## src/hdl/touch_reset_regs.svh

```systemverilog
// Timing counts and field positions of the touch controller reset qualifier.
// Assumes the core clock runs at the rate given by RSTQ_CLK_MHZ.
`ifndef TOUCH_RESET_REGS_SVH
`define TOUCH_RESET_REGS_SVH

// ==================================================================
// Clock rate
`define RSTQ_CLK_MHZ 50

// ==================================================================
// Reset pulse figures in nanoseconds
`define RSTQ_VALID_MIN_NS 10000
`define RSTQ_REJECT_MAX_NS 5000
`define RSTQ_QUAL_NS 7500
`define RSTQ_SPIKE_NS 20

// Derived cycle counts; the threshold sits mid band so drift moves it neither way.
`define RSTQ_QUAL_CYCLES ((`RSTQ_QUAL_NS * `RSTQ_CLK_MHZ) / 1000)
`define RSTQ_REJECT_CYCLES ((`RSTQ_REJECT_MAX_NS * `RSTQ_CLK_MHZ) / 1000)
`define RSTQ_SPIKE_CYCLES (((`RSTQ_SPIKE_NS * `RSTQ_CLK_MHZ) + 999) / 1000)

// ==================================================================
// Least supply off time in milliseconds before a clean power-on
`define RSTQ_OFF_MIN_MS 200
`define RSTQ_OFF_CYCLES (`RSTQ_OFF_MIN_MS * `RSTQ_CLK_MHZ * 1000)

// ==================================================================
// Width of the internal reset pulse after any reset source
`define RSTQ_PULSE_CYCLES 4

// ==================================================================
// Control byte one fields
`define RSTQ_SOFT_RESET_BIT 1

`endif

```

## src/hdl/touch_reset_pkg.sv

```systemverilog
// Types shared by the touch controller reset qualifier.
// Assumes nothing beyond a SystemVerilog compiler.
package touch_reset_pkg;

   // ===============================================================
   // Sequencer states
   typedef enum logic [1:0] {
      ST_POR_HOLD,
      ST_RESET_PULSE,
      ST_RUN,
      ST_LOCKED
   } seq_state_t;

   // ===============================================================
   // Record of the last reset source
   typedef struct packed {
      logic powerOn;
      logic hardware;
      logic software;
   } reset_cause_t;

   // ===============================================================
   // Conversion kinds and their measurement groups
   typedef enum logic [2:0] {
      CONV_X_PLATE_A,
      CONV_X_PLATE_B,
      CONV_X_CURRENT,
      CONV_Y_PLATE_A,
      CONV_Y_PLATE_B,
      CONV_Y_CURRENT,
      CONV_PRESSURE_A,
      CONV_PRESSURE_B
   } conv_kind_t;

   typedef enum logic [1:0] {
      GRP_X_TRIPLET,
      GRP_Y_TRIPLET,
      GRP_Z_PAIR
   } conv_group_t;

   typedef struct packed {
      conv_group_t group;
      logic lastOfGroup;
   } conv_info_t;

endpackage : touch_reset_pkg

```

## src/hdl/pin_sync.sv

```systemverilog
// Three stage synchroniser for one asynchronous pin.
// Assumes the pin may change at any time relative to sys_clk.
`timescale 1ns/1ps
`default_nettype none

module pin_sync #(
   parameter logic RESET_LEVEL = 1'b1
) (
   // Clock and reset
   input wire logic sys_clk,
   input wire logic rst,
   // Pin and filtered level
   input wire logic pinIn,
   output logic levelOut
);

   // ===============================================================
   // Stages
   logic [2:0] stage_r;
   logic [2:0] stage_nxt;
   logic level_r;
   logic level_nxt;

   // The level moves only when stages two and three agree, so a single
   // sample glitch never reaches the output.
   always_comb begin
      stage_nxt = {stage_r[1:0], pinIn};
      level_nxt = (stage_r[2] == stage_r[1]) ? stage_r[2] : level_r;
   end

   always_ff @(posedge sys_clk or posedge rst) begin
      if (rst) begin
         stage_r <= {3{RESET_LEVEL}};
         level_r <= RESET_LEVEL;
      end else begin
         stage_r <= stage_nxt;
         level_r <= level_nxt;
      end
   end

   assign levelOut = level_r;

endmodule : pin_sync

`default_nettype wire

```

## src/hdl/touch_ctrl_reset_qualifier.sv

```systemverilog
// Reset qualifier and sequencer of a resistive touch controller.
// Assumes supply monitors and pins arrive asynchronously; the control byte
// strobe comes from serial logic on sys_clk.
`timescale 1ns/1ps
`default_nettype none
`include "touch_reset_regs.svh"

module touch_ctrl_reset_qualifier
   import touch_reset_pkg::*;
#(
   parameter int QUAL_CYCLES = `RSTQ_QUAL_CYCLES,
   parameter int OFF_CYCLES = `RSTQ_OFF_CYCLES
) (
   // Clock and reset
   input wire logic sys_clk,
   input wire logic rst,
   // Pins from the host side
   input wire logic resetPinN,
   input wire logic addrSelectBit0,
   input wire logic addrSelectBit1,
   // Supply monitors, high while the rail is above its threshold
   input wire logic senseSupplyOk,
   input wire logic ioSupplyOk,
   // Control byte one from the serial interface
   input wire logic ctrlByte1Wr,
   input wire logic [7:0] ctrlByte1,
   // Interrupt sources from the converter core
   input wire logic penIrqSelect,
   input wire logic dataAvail,
   input wire logic penTouchIrq,
   // Conversion step lookup
   input wire conv_kind_t convKind,
   output conv_info_t convInfo,
   // Results
   output logic coreReset,
   output reset_cause_t resetCause,
   output logic lockedUp,
   output logic [1:0] i2cAddrLow,
   output logic dataReadyPenIrqN
);

   // ===============================================================
   // Pin synchronisers
   logic pinHigh;
   logic senseOk;
   logic ioOk;
   logic addr0;
   logic addr1;

   // Two agreeing samples lie 20 ns apart, so a pulse must outlast any 20 ns spike to pass.
   pin_sync #(.RESET_LEVEL(1'b1)) u_sync_reset (
      .sys_clk(sys_clk), .rst(rst), .pinIn(resetPinN), .levelOut(pinHigh));
   pin_sync #(.RESET_LEVEL(1'b0)) u_sync_sense (
      .sys_clk(sys_clk), .rst(rst), .pinIn(senseSupplyOk), .levelOut(senseOk));
   pin_sync #(.RESET_LEVEL(1'b0)) u_sync_io (
      .sys_clk(sys_clk), .rst(rst), .pinIn(ioSupplyOk), .levelOut(ioOk));
   pin_sync #(.RESET_LEVEL(1'b0)) u_sync_a0 (
      .sys_clk(sys_clk), .rst(rst), .pinIn(addrSelectBit0), .levelOut(addr0));
   pin_sync #(.RESET_LEVEL(1'b0)) u_sync_a1 (
      .sys_clk(sys_clk), .rst(rst), .pinIn(addrSelectBit1), .levelOut(addr1));

   // ===============================================================
   // Hardware reset pulse qualification
   localparam int CNT_W = $clog2(QUAL_CYCLES + 1);
   localparam logic [CNT_W-1:0] QUAL_LAST = CNT_W'(QUAL_CYCLES - 1);

   logic [CNT_W-1:0] lowCnt_r;
   logic [CNT_W-1:0] lowCnt_nxt;
   logic hwQual;
   logic pinLow;
   logic railOk;

   assign pinLow = !pinHigh;
   assign railOk = senseOk || ioOk;

   always_comb begin
      lowCnt_nxt = '0;
      hwQual = 1'b0;
      if (pinLow && railOk) begin
         if (lowCnt_r != CNT_W'(QUAL_CYCLES)) begin
            lowCnt_nxt = lowCnt_r + CNT_W'(1);
         end else begin
            lowCnt_nxt = lowCnt_r;
         end
         hwQual = (lowCnt_r == QUAL_LAST);
      end
   end

   always_ff @(posedge sys_clk or posedge rst) begin
      if (rst) begin
         lowCnt_r <= '0;
      end else begin
         lowCnt_r <= lowCnt_nxt;
      end
   end

   // ===============================================================
   // Supply off time measurement
   localparam int OFF_W = $clog2(OFF_CYCLES + 1);

   logic [OFF_W-1:0] offCnt_r;
   logic [OFF_W-1:0] offCnt_nxt;
   logic offLong;

   // The counter starts saturated: leaving system reset counts as a clean power-on.
   always_comb begin
      offCnt_nxt = offCnt_r;
      if (senseOk) begin
         offCnt_nxt = '0;
      end else if (offCnt_r != OFF_W'(OFF_CYCLES)) begin
         offCnt_nxt = offCnt_r + OFF_W'(1);
      end
   end

   assign offLong = (offCnt_r == OFF_W'(OFF_CYCLES));

   logic offLongSeen_r;
   logic offLongSeen_nxt;

   always_comb begin
      offLongSeen_nxt = offLongSeen_r;
      if (!senseOk && offLong) begin
         offLongSeen_nxt = 1'b1;
      end else if (senseOk) begin
         offLongSeen_nxt = 1'b0;
      end
   end

   always_ff @(posedge sys_clk or posedge rst) begin
      if (rst) begin
         offCnt_r <= OFF_W'(OFF_CYCLES);
         offLongSeen_r <= 1'b1;
      end else begin
         offCnt_r <= offCnt_nxt;
         offLongSeen_r <= offLongSeen_nxt;
      end
   end

   // ===============================================================
   // Reset sequencer
   localparam logic [2:0] PULSE_LAST = 3'(`RSTQ_PULSE_CYCLES - 1);

   seq_state_t state_r;
   seq_state_t state_nxt;
   logic [2:0] pulseCnt_r;
   logic [2:0] pulseCnt_nxt;
   reset_cause_t cause_r;
   reset_cause_t cause_nxt;
   logic softReq;

   assign softReq = ctrlByte1Wr && ctrlByte1[`RSTQ_SOFT_RESET_BIT];

   always_comb begin
      state_nxt = state_r;
      pulseCnt_nxt = '0;
      cause_nxt = cause_r;
      case (state_r)
         ST_POR_HOLD: begin
            if (senseOk) begin
               if (offLongSeen_r) begin
                  state_nxt = ST_RESET_PULSE;
                  cause_nxt = '{powerOn: 1'b1, hardware: 1'b0, software: 1'b0};
               end else begin
                  state_nxt = ST_LOCKED;
               end
            end
         end
         ST_RESET_PULSE: begin
            pulseCnt_nxt = pulseCnt_r + 3'(1);
            if (!senseOk) begin
               state_nxt = ST_POR_HOLD;
            end else if (pulseCnt_r == PULSE_LAST) begin
               state_nxt = ST_RUN;
            end
         end
         ST_RUN: begin
            if (!senseOk) begin
               state_nxt = ST_POR_HOLD;
            end else if (hwQual) begin
               state_nxt = ST_RESET_PULSE;
               cause_nxt = '{powerOn: 1'b0, hardware: 1'b1, software: 1'b0};
            end else if (softReq) begin
               state_nxt = ST_RESET_PULSE;
               cause_nxt = '{powerOn: 1'b0, hardware: 1'b0, software: 1'b1};
            end
         end
         ST_LOCKED: begin
            // Neither reset source reaches here; only a long enough power-off does.
            if (!senseOk) begin
               state_nxt = ST_POR_HOLD;
            end
         end
         default: begin
            state_nxt = ST_POR_HOLD;
         end
      endcase
   end

   always_ff @(posedge sys_clk or posedge rst) begin
      if (rst) begin
         state_r <= ST_POR_HOLD;
         pulseCnt_r <= '0;
         cause_r <= '0;
      end else begin
         state_r <= state_nxt;
         pulseCnt_r <= pulseCnt_nxt;
         cause_r <= cause_nxt;
      end
   end

   // ===============================================================
   // Outputs
   logic coreReset_r;
   logic coreReset_nxt;
   logic irqN_r;
   logic irqN_nxt;
   logic [1:0] addr_r;
   logic [1:0] addr_nxt;

   always_comb begin
      coreReset_nxt = (state_nxt != ST_RUN);
      addr_nxt = {addr1, addr0};
      // The pin idles high from the cycle after coreReset rises, so the host never sees a stale event.
      if (coreReset_r) begin
         irqN_nxt = 1'b1;
      end else begin
         irqN_nxt = penIrqSelect ? !penTouchIrq : !dataAvail;
      end
   end

   always_ff @(posedge sys_clk or posedge rst) begin
      if (rst) begin
         coreReset_r <= 1'b1;
         irqN_r <= 1'b1;
         addr_r <= 2'h0;
      end else begin
         coreReset_r <= coreReset_nxt;
         irqN_r <= irqN_nxt;
         addr_r <= addr_nxt;
      end
   end

   assign coreReset = coreReset_r;
   assign resetCause = cause_r;
   assign lockedUp = (state_r == ST_LOCKED);
   assign i2cAddrLow = addr_r;
   assign dataReadyPenIrqN = irqN_r;

   // ===============================================================
   // Conversion grouping lookup
   always_comb begin
      case (convKind)
         CONV_X_PLATE_A: convInfo = '{group: GRP_X_TRIPLET, lastOfGroup: 1'b0};
         CONV_X_PLATE_B: convInfo = '{group: GRP_X_TRIPLET, lastOfGroup: 1'b0};
         CONV_X_CURRENT: convInfo = '{group: GRP_X_TRIPLET, lastOfGroup: 1'b1};
         CONV_Y_PLATE_A: convInfo = '{group: GRP_Y_TRIPLET, lastOfGroup: 1'b0};
         CONV_Y_PLATE_B: convInfo = '{group: GRP_Y_TRIPLET, lastOfGroup: 1'b0};
         CONV_Y_CURRENT: convInfo = '{group: GRP_Y_TRIPLET, lastOfGroup: 1'b1};
         CONV_PRESSURE_A: convInfo = '{group: GRP_Z_PAIR, lastOfGroup: 1'b0};
         CONV_PRESSURE_B: convInfo = '{group: GRP_Z_PAIR, lastOfGroup: 1'b1};
         default: convInfo = '{group: GRP_Z_PAIR, lastOfGroup: 1'b1};
      endcase
   end
endmodule : touch_ctrl_reset_qualifier

`default_nettype wire

```

## config.mk

```make
export PLATFORM = sky130hd
export DESIGN_NAME = touch_ctrl_reset_qualifier
export DESIGN_NICKNAME = d
export VERILOG_FILES = /design/src/hdl/touch_reset_pkg.sv /design/src/hdl/pin_sync.sv /design/src/hdl/touch_ctrl_reset_qualifier.sv
export VERILOG_INCLUDE_DIRS = /design/src /design/src/hdl
export SDC_FILE = /design/constraint.sdc
export NUM_CORES = 1
export LEC_CHECK = 0
export ABC_AREA = 1
export CAP_MARGIN = 10
export CELL_PAD_IN_SITES_DETAIL_PLACEMENT = 0
export CELL_PAD_IN_SITES_GLOBAL_PLACEMENT = 1
export CORE_AREA = 10 10 86 107
export DETAILED_ROUTE_END_ITERATION = 10
export DIE_AREA = 0 0 96 117
export DONT_BUFFER_PORTS = 1
export GPL_TIMING_DRIVEN = 0
export HOLD_SLACK_MARGIN = 0.1
export MAX_ROUTING_LAYER = met4
export PLACE_DENSITY = 0.74
export SKIP_LAST_GASP = 1
export SLEW_MARGIN = 10
export SYNTH_ARGS = -nofsm -noshare
export SYNTH_HDL_FRONTEND = slang
export SYNTH_HIERARCHICAL = 1
export SYNTH_SLANG_ARGS = --single-unit
export TNS_END_PERCENT = 20
```

## constraint.sdc

```tcl
create_clock -name sys_clk -period 2.5 [get_ports sys_clk]
set_input_delay 0.125 -clock sys_clk [delete_from_list [all_inputs] [get_ports sys_clk]]
set_output_delay 0.125 -clock sys_clk [all_outputs]
set_load 0.1 [all_outputs]
```

# [Word-level counts from Yosys, hierarchy flattened]
# Memories as Yosys holds them, arrays and structs flattened.
# Index checks and enable logic that the tools add are counted.
[word_totals] mem_bits_ro=24 register_bits=66 elab_cells=82 n_memories=1
[memory_table] memory="(name not given)" words=8 width=3 rd=1 rd_ports_with_merged_regs=0 wr=0 line="touch_ctrl_reset_qualifier.sv:252" source="case (convKind)"
[classes] n_eq_ne=19 n_mux=25 addsub=3 n_reduce_logical=13
[op_table] operator="24-bit 2-to-1 mux" n=2
[op_table] operator="24-bit by 1-bit adder with 24-bit output (second input constant)" n=1
[op_table] operator="24-bit == test (second input constant)" n=1
[op_table] operator="24-bit inequality test (second input constant)" n=1
[op_table] operator="3-bit 2-to-1 mux" n=6
[op_table] operator="9-bit 2-to-1 mux" n=2
[op_table] operator="2-bit 2-to-1 mux" n=8
[op_table] operator="9-bit by 1-bit adder with 9-bit output (second input constant)" n=1
[op_table] operator="9-bit == test (second input constant)" n=1
[op_table] operator="9-bit inequality test (second input constant)" n=1
[op_table] operator="2-bit case mux with 4 select lines" n=1
[op_table] operator="2-bit by 1-bit inequality test with 1-bit output (second input constant)" n=3
[op_table] operator="3-bit case mux with 2 select lines" n=1
[op_table] operator="2-bit nonzero test" n=3
[op_table] operator="1-bit == test" n=5
[op_table] operator="1-bit 2-to-1 mux" n=5
[op_table] operator="5-bit AND reduction" n=1
[op_table] operator="2-bit == test (second input constant)" n=2
[op_table] operator="1-bit zero test" n=4
[op_table] operator="2-bit inequality test (second input constant)" n=2
[op_table] operator="3-bit by 1-bit adder with 3-bit output (second input constant)" n=1
[op_table] operator="3-bit by 2-bit == test with 1-bit output (second input constant)" n=1
[op_table] operator="1-bit logical AND" n=3
[op_table] operator="3-bit inequality test (second input constant)" n=1
[op_table] operator="3 further kinds" n=3

# [Depth between registers and ports, before layout]
# Gate-level depths: netlist of run 1.
[logic_depth] ltp_word=7 mapped_depth=10

# [Cells and area by module]
# Netlist of run 1, hierarchy kept.
[by_module_without_submodules] module="touch_ctrl_reset_qualifier" instances=1 area_per_inst_um2=2518.7 seq_area_each_um2=1164.9 cells_per_inst=343
[by_module_without_submodules] module="pin_sync (u_sync_a0 ...)" instances=4 area_per_inst_um2=120.1 seq_area_each_um2=100.1 cells_per_inst=9
[by_module_without_submodules] module="pin_sync (u_sync_reset)" instances=1 area_per_inst_um2=125.1 seq_area_each_um2=105.1 cells_per_inst=9

# [Worst setup path before layout of run 1]
# No wires, ideal clock.
[synth_path] kind="input port to output port" startpoint="input port convKind[0]" endpoint="output port convInfo[0] (netlist bit)" path_buffers=0 arrival_time_ns=2.297 cell_stages=3 required_ns=2.375 slack_ns=0.078 path_cell_list="inv_1 nand2_1 o21ai_0"
[synth_lines] item="start, declared" line="touch_ctrl_reset_qualifier.sv:32" source="input wire conv_kind_t convKind,"
[synth_lines] item="end, declared" line="touch_ctrl_reset_qualifier.sv:33" source="output conv_info_t convInfo,"

# [Final worst setup path of run 1]
[layout_path] startpoint="register offCnt_r[1]" endpoint="register offCnt_r[16]"
[layout_via] elab_chain_len=3 elab_cells_between_ends=5 cone_classes="add/sub: 1; eq/ne: 1; mux: 2; reduce/logical: 1"
[layout_lines] item="start, declared" line="touch_ctrl_reset_qualifier.sv:101" source="logic [OFF_W-1:0] offCnt_r;"
[layout_lines] item="start signal, assigned" line="touch_ctrl_reset_qualifier.sv:131" source="offCnt_r <= OFF_W'(OFF_CYCLES);"
[layout_lines] item="start signal, assigned" line="touch_ctrl_reset_qualifier.sv:134" source="offCnt_r <= offCnt_nxt;"
[layout_lines] item="24-bit by 1-bit adder with 24-bit output" line="touch_ctrl_reset_qualifier.sv:111" source="offCnt_nxt = offCnt_r + OFF_W'(1);"
[layout_lines] item="24-bit 2-to-1 mux" line="touch_ctrl_reset_qualifier.sv:110" source="end else if (offCnt_r != OFF_W'(OFF_CYCLES)) begin"
[layout_lines] item="24-bit 2-to-1 mux" line="touch_ctrl_reset_qualifier.sv:108" source="if (senseOk) begin"
# Several ways; a longest one is shown, not always the timed one. The select of a mux whose other input is x is not followed.
# A chain may end at the register's enable or synchronous reset.

==> run_results.csv, run 1 <==
group,metric,value,unit
outcome,status,"finished, final reports clean",
global_routing,grt_pass1_wl,11400,um
worst_hold_path,hold_path_class,"in2reg",
timing,fin_crit_sh,0.681,
routing,via_per_inst,4.75,
die,rows,35,
die,fp.dieH,117,um
timing,worst_pin_slew,1.09,ns
timing,fin_tns_setup,0,ns
synth,async_flop_share,1.00,
clock_tree,cts_made_buffers,9,
synth,synth_area,3120,um2
synth,synth_area_leader_cell,"dfrtp_1",
global_routing,grt_max_degree,35,
routing,drtPass1Iterations,4,
routing,wl,6510,um
clock_tree,insertion_delay,0.34,ns
die,pin_count,33,
synth,synthFlopType,"dfrtp_1",
layout,drive_gt1_frac,0.104,
global_routing,grt_pass1_vias,2506,
placed_design,place_inst,481,
layout,stdcell_count,505,
clock_tree,cts_root_buffer,"clkbuf_8",
global_routing,overflow,0,
job,maxCapViolations,0,
die,die_w,96,um
timing,worst_slack,0.796,ns
clock_tree,cts_buffer_depth,2,
routing,vias,2399,
layout,layout.cells.most_common,"nand2_1",
timing,fin_hold_ws,0.244,ns
clock_tree,clkTransAtPathRegs,0.08,ns
synth,synth_seq_cells,66,
placed_design,finalWeightedCongestion,0.838,
placed_design,placed_area,3270,um2
routing,wl_per_cell,12.9,um
synth,syn_nets,416,
layout,syn2layout_area_growth,12.8,%
timing,slew_viol_final,0,
worst_setup_path,crit_required,2.70,ns
routing,drc_errors,0,
timing,period_needed,1.70,ns
timing,setup_viol,0,
layout,nets,436,
worst_setup_path,crit_arrival,1.91,ns
die,dieArea,11200,um2
timing,rsz0062_at_grt,"no",
synth,synth_seq_area_share,0.535,
layout,diodes,0,
global_routing,antenna_found_initial,0,
die,initial_core_util,0.435,
layout,n_fill_cell,741,
synth,netlist.area_leader.share,0.408,
placed_design,dp_hpwl,4870,um
worst_setup_path,critical_path.max_fanout,5,
global_routing,track_usage,0.134,
timing,relSlewSlack,0.274,
power_and_ir_drop,leakage,1.58,nW
synth,avgSynthCellArea,8.05,um2
power_and_ir_drop,p_per_area,719,nW/um2
worst_setup_path,cp-start-kind,"flip-flop",
die,core-area,7180,um2
clock_tree,htree_levels,3,
placed_design,place_ws,0.805,ns
layout,fin_area,3520,um2
placed_design,io_buffers,0,
layout,final_cell_mix,"nand2_1 (91), nor2_1 (71), inv_1 (57), dfrtp_1 (51), a21oi_1 (24)",
routing,drtAntennaViolNets,0,
clock_tree,cts_tree,"done",
worst_setup_path,crit_type,"reg2reg",
power_and_ir_drop,ir_drop,471,uV
worst_setup_path,worst_setup_path_end_kind,"flip-flop",
clock_tree,clock-sinks,66,
clock_tree,ctsResizeCount,0,
synth,yosysWarnings,6,
synth,synth-edff-count,0,
synth,synth_cell_types,24,
routing,drt-initial-drc-count,80,
synth,synth_cells,388,
timing,finalHoldViolCount,0,
synth,synthTopCellsByArea,"dfrtp_1 (41%), dfstp_2 (13%), nand2_1 (11%)",
timing,fmax,0.587,GHz
timing,clock_skew,0.0107,ns
## metrics by stage
stage / util / total power [mW]
final: 0.491 / 2.53
after global routing: 0.491 / 2.68
after CTS: 0.491 / 2.58
after detailed placement: 0.455 / 1.74
after global placement: 0.451 / 1.73
after floorplan: - / 1.67
## layout make-up
cell class / instances / area (um2) / area share
timing repair buffer: 9 / 100 / 0.0284
clock buffer: 9 / 124 / 0.0352
clock inverter: 7 / 53.8 / 0.0153
sequential: 66 / 1670 / 0.474
tap: 92 / 115 / 0.0327
inverter: 59 / 221 / 0.0629
buffer: 2 / 17.5 / 0.00497
multi-input combinational: 261 / 1220 / 0.347
## critical path, cell delays in order (launching register included)
cell,delay (ns)
dfrtp_1,0.41
ha_1,0.30
nand2_1,0.11
nor2_1,0.35
nand4_1,0.19
xor2_1,0.15
nor2_1,0.05
## registers in the layout, indices dropped and copies added, names as in the netlist, 2 cells and up
signal                flops
i2cAddrLow                2
lowCnt_r                  9
offCnt_r                 24
pulseCnt_r                3
resetCause                3
state_r                   2
u_sync_a0/stage_r         3
u_sync_a1/stage_r         3
u_sync_io/stage_r         3
u_sync_reset/stage_r      3
u_sync_sense/stage_r      3
## cell usage after synthesis (4+ instances only)
master and number:
dfrtp_1 51, inv_1 58, nor2_1 72, xor2_1 4, ha_1 6, nand4_1 11
nand3_1 18, a21oi_1 24, nand2_1 91, o21ai_0 15, dfstp_2 15, nor3_1 9
## path summary, 6_finish.rpt
path | from | end | slack [ns] | depth (start not counted)
max | offCnt_r[1] | offCnt_r[16] | 0.80 | 6
min | ctrlByte1[1] | state_r[0] | 0.24 | 6
max reg2reg | offCnt_r[1] | offCnt_r[16] | 0.80 | 6
min reg2reg | u_sync_io/stage_r[0] | u_sync_io/stage_r[1] | 0.36 | 0
max in group asynchronous | rst | offCnt_r[19] | 1.62 | 3
min in group asynchronous | rst | u_sync_a0/levelOut | 0.25 | 2
## per-layer routing
metal | track usage | vias up | part of all wire
li1 | - | 1253 | -
met1 | 0.148 | 1110 | 0.44
met4 | 0.0473 | 0 | 0.012
met5 | - | - | 0
met2 | 0.225 | 30 | 0.51
met3 | 0.0389 | 6 | 0.040
## power by group
part | internal (mW) | total, mW | switching [mW]
logic | 0.0884 | 0.274 | 0.186
registers | 1.16 | 1.45 | 0.295
clock network | 0.367 | 0.808 | 0.441
total | 1.61 | 2.53 | 0.922
## what timing repair did
| action | 4_1_cts | 5_1_grt |
|---|---|---|
| setup endpoints to repair | 0 | 0 |
| buffers inserted | 0 | 0 |
| endpoints found under the hold margin | 63 | 0 |
| hold buffers | 8 | 0 |
## kinds of logic (layout without fill, tap and decap cells)
family	after synthesis	after routing	share of synthesized area
adder cells (fa/ha/maj)	6	6	0.0240
AND/OR/NAND/NOR	209	209	0.284
flip-flops	66	66	0.535
buffers and inverters	61	86	0.0765
XOR/XNOR	4	4	0.0112
AO/OA/AOI/OAI	42	42	0.0693
Power figures use the tool's default switching activity.
==> run 2: changes to the inputs <==
clock period = 1.58 ns   (was 2.5 ns; I/O delays follow)
==> run 2 against run 1 <==
  * Sequential share of layout area down 1.2 points
  * Sequential power rose by 59%
  * Sequential cell count did not move
  * Power is 72% higher
  * Non-clock buffer count rose by 2
  * Utilization grew 1.3 points
  * First-iteration DRC count up 28%
==> run_results.csv, run 2 (same netlist as run 1, synthesis figures left out) <==
group,metric,value,unit
outcome,status,"finished, final reports clean",
routing,vias,2430,
worst_setup_path,path_cells,"nand2_1 -> inv_1 -> nor2_2",
global_routing,antenna_found_initial,0,
timing,clock_skew,0.00900,ns
die,initial_core_util,0.435,
clock_tree,htree_levels,3,
global_routing,grt_pass1_vias,2430,
placed_design,placed_area,3270,um2
power_and_ir_drop,switching_share,0.340,
global_routing,grt_use_met3,0.0370,
power_and_ir_drop,leakage,1.61,nW
job,maxCapViolations,0,
worst_setup_path,crit_arrival,1.49,ns
global_routing,met2_usage,0.217,
timing,setup_viol,0,
worst_setup_path,critical_path.max_fanout,3,
worst_hold_path,hold_path.startpoint,"ctrlByte1[1]",
worst_setup_path,rr_startpoint,"offCnt_r[15]",
die,die_w,96,um
power_and_ir_drop,p_per_area,1210,nW/um2
layout,top_regs,"offCnt_r x24, lowCnt_r x9",
worst_hold_path,hold_path_class,"in2reg",
clock_tree,cts_root_buffer,"clkbuf_8",
die,fp.dieH,117,um
layout,largest_reg_flops,24,
global_routing,grt_pass1_wl,11200,um
timing,fin_hold_ws,0.145,ns
power_and_ir_drop,p_int,2.88,mW
routing,wl_per_cell,13.0,um
clock_tree,insertion_delay,0.35,ns
layout,diodes,0,
layout,syn2layout_area_growth,15.8,%
power_and_ir_drop,ir_drop,959,uV
die,pin_count,33,
worst_setup_path,crit_path_max_incr_delay,0.98,ns
placed_design,dp_hpwl,4860,um
routing,via_per_inst,4.79,
global_routing,grtUsageMet1,0.150,
layout,final_cell_mix,"nand2_1 (90), nor2_1 (67), inv_1 (56), dfrtp_1 (50), a21oi_1 (24)",
worst_setup_path,worst_setup_path_end_kind,"output port",
worst_setup_path,cp-start-kind,"primary input",
power_and_ir_drop,fin_total_pwr,4.36,mW
placed_design,io_buffers,0,
routing,drtPass1Iterations,4,
layout,fin_area,3620,um2
global_routing,track_usage,0.133,
timing,fmax,0.637,GHz
worst_setup_path,crit_type,"in2out",
placed_design,finalWeightedCongestion,0.818,
global_routing,busiest_layer,"met2",
clock_tree,clock-sinks,66,
routing,drt-initial-drc-count,102,
die,core-area,7180,um2
layout,drive_gt1_frac,0.130,
timing,slew_viol_final,0,
die,rows,35,
worst_setup_path,cp-startpoint,"convKind[1]",
clock_tree,cts_made_buffers,9,
worst_setup_path,critPathBufInv,1,
power_and_ir_drop,power_frac_seq,0.526,
worst_setup_path,cpLargestDelayFamily,"simple AND/OR/NAND/NOR gates",
timing,rsz0062_at_grt,"yes",
power_and_ir_drop,p_switching,1.48,mW
layout,fin_util,0.504,
global_routing,grt_max_degree,36,
routing,wl,6620,um
timing,fin_crit_sh,0.994,
clock_tree,cts_buffer_depth,2,
clock_tree,cts_tree,"done",
routing,drc_errors,0,
power_and_ir_drop,clock_power_share,0.371,
routing,drtAntennaViolNets,0,
layout,layout.cells.most_common,"nand2_1",
die,dieArea,11200,um2
global_routing,overflow,0,
layout,top_register,"offCnt_r",
clock_tree,clkTransAtPathRegs,0.08,ns
timing,period_needed,1.57,ns
worst_setup_path,slowest_stage,"nor2_2",
layout,nets,438,
timing,worst_pin_slew,1.09,ns
worst_setup_path,crit_required,1.50,ns
timing,finalHoldViolCount,0,
power_and_ir_drop,power_frac_comb,0.103,
timing,relSlewSlack,0.270,
## run 2: path summary, 6_finish.rpt
path / slack (ns) / to / depth (start not counted)
setup / recovery: 0.009 / convInfo[1] / 3
hold / removal: 0.14 / state_r[0] / 6
setup reg to reg: 0.05 / offCnt_r[23] / 8
hold reg to reg: 0.36 / u_sync_sense/stage_r[1] / 0
max in group asynchronous: 0.77 / offCnt_r[10] / 3
min in group asynchronous: 0.20 / u_sync_a1/stage_r[1] / 2
## run 2: final cells by class
class | count | area [um2]
Fill cell | 719 | 3560
Sequential cell | 66 | 1670
Timing Repair Buffer | 11 | 118
Clock buffer | 9 | 124
Buffer | 2 | 17.5
Inverter | 59 | 226
Clock inverter | 7 | 101
Multi-Input combinational cell | 261 | 1240
Tap cell | 92 | 115
## run 2: what timing repair did
item,in CTS,in global routing
resized for setup,4,7
pin swaps,0,0
endpoints found under the setup margin,10,20
hold endpoints to repair,72,0
hold buffers,9,0
setup buffers,0,1
## run 2: power by group through the flow
| stage | clock network, mW | registers, mW | logic [mW] |
|---|---|---|---|
| 2_1_floorplan | 0 | 2.29 | 0.341 |
| 3_3_place_gp | 0 | 2.33 | 0.409 |
| 3_5_place_dp | 0 | 2.33 | 0.424 |
| 4_1_cts | 1.67 | 2.30 | 0.451 |
| 5_1_grt | 1.75 | 2.32 | 0.523 |
| 6_report | 1.62 | 2.30 | 0.448 |
## run 2: per-stage QoR
step	std cells	setup WS, ns	setup TNS [ns]
floorplan	388	-0.413	-0.413
global placement	480	-0.462	-5.57
detailed placement	481	-0.151	-0.443
CTS	506	-0.0223	-0.0487
global route	507	-0.0715	-0.412
finish	507	0.00928	0
## run 2: worst reg2reg max path: cells and delay by family (launching register included)
| kind | cells | cell delay, ns |
|---|---|---|
| and+or+nand+nor | 8 | 0.89 |
| DFF | 1 | 0.59 |
## run 2: layer usage
layer,vias up,share of wire
li1,1263,-
met1,1131,0.43
met2,26,0.51
met3,10,0.035
met4,0,0.019
met5,-,0
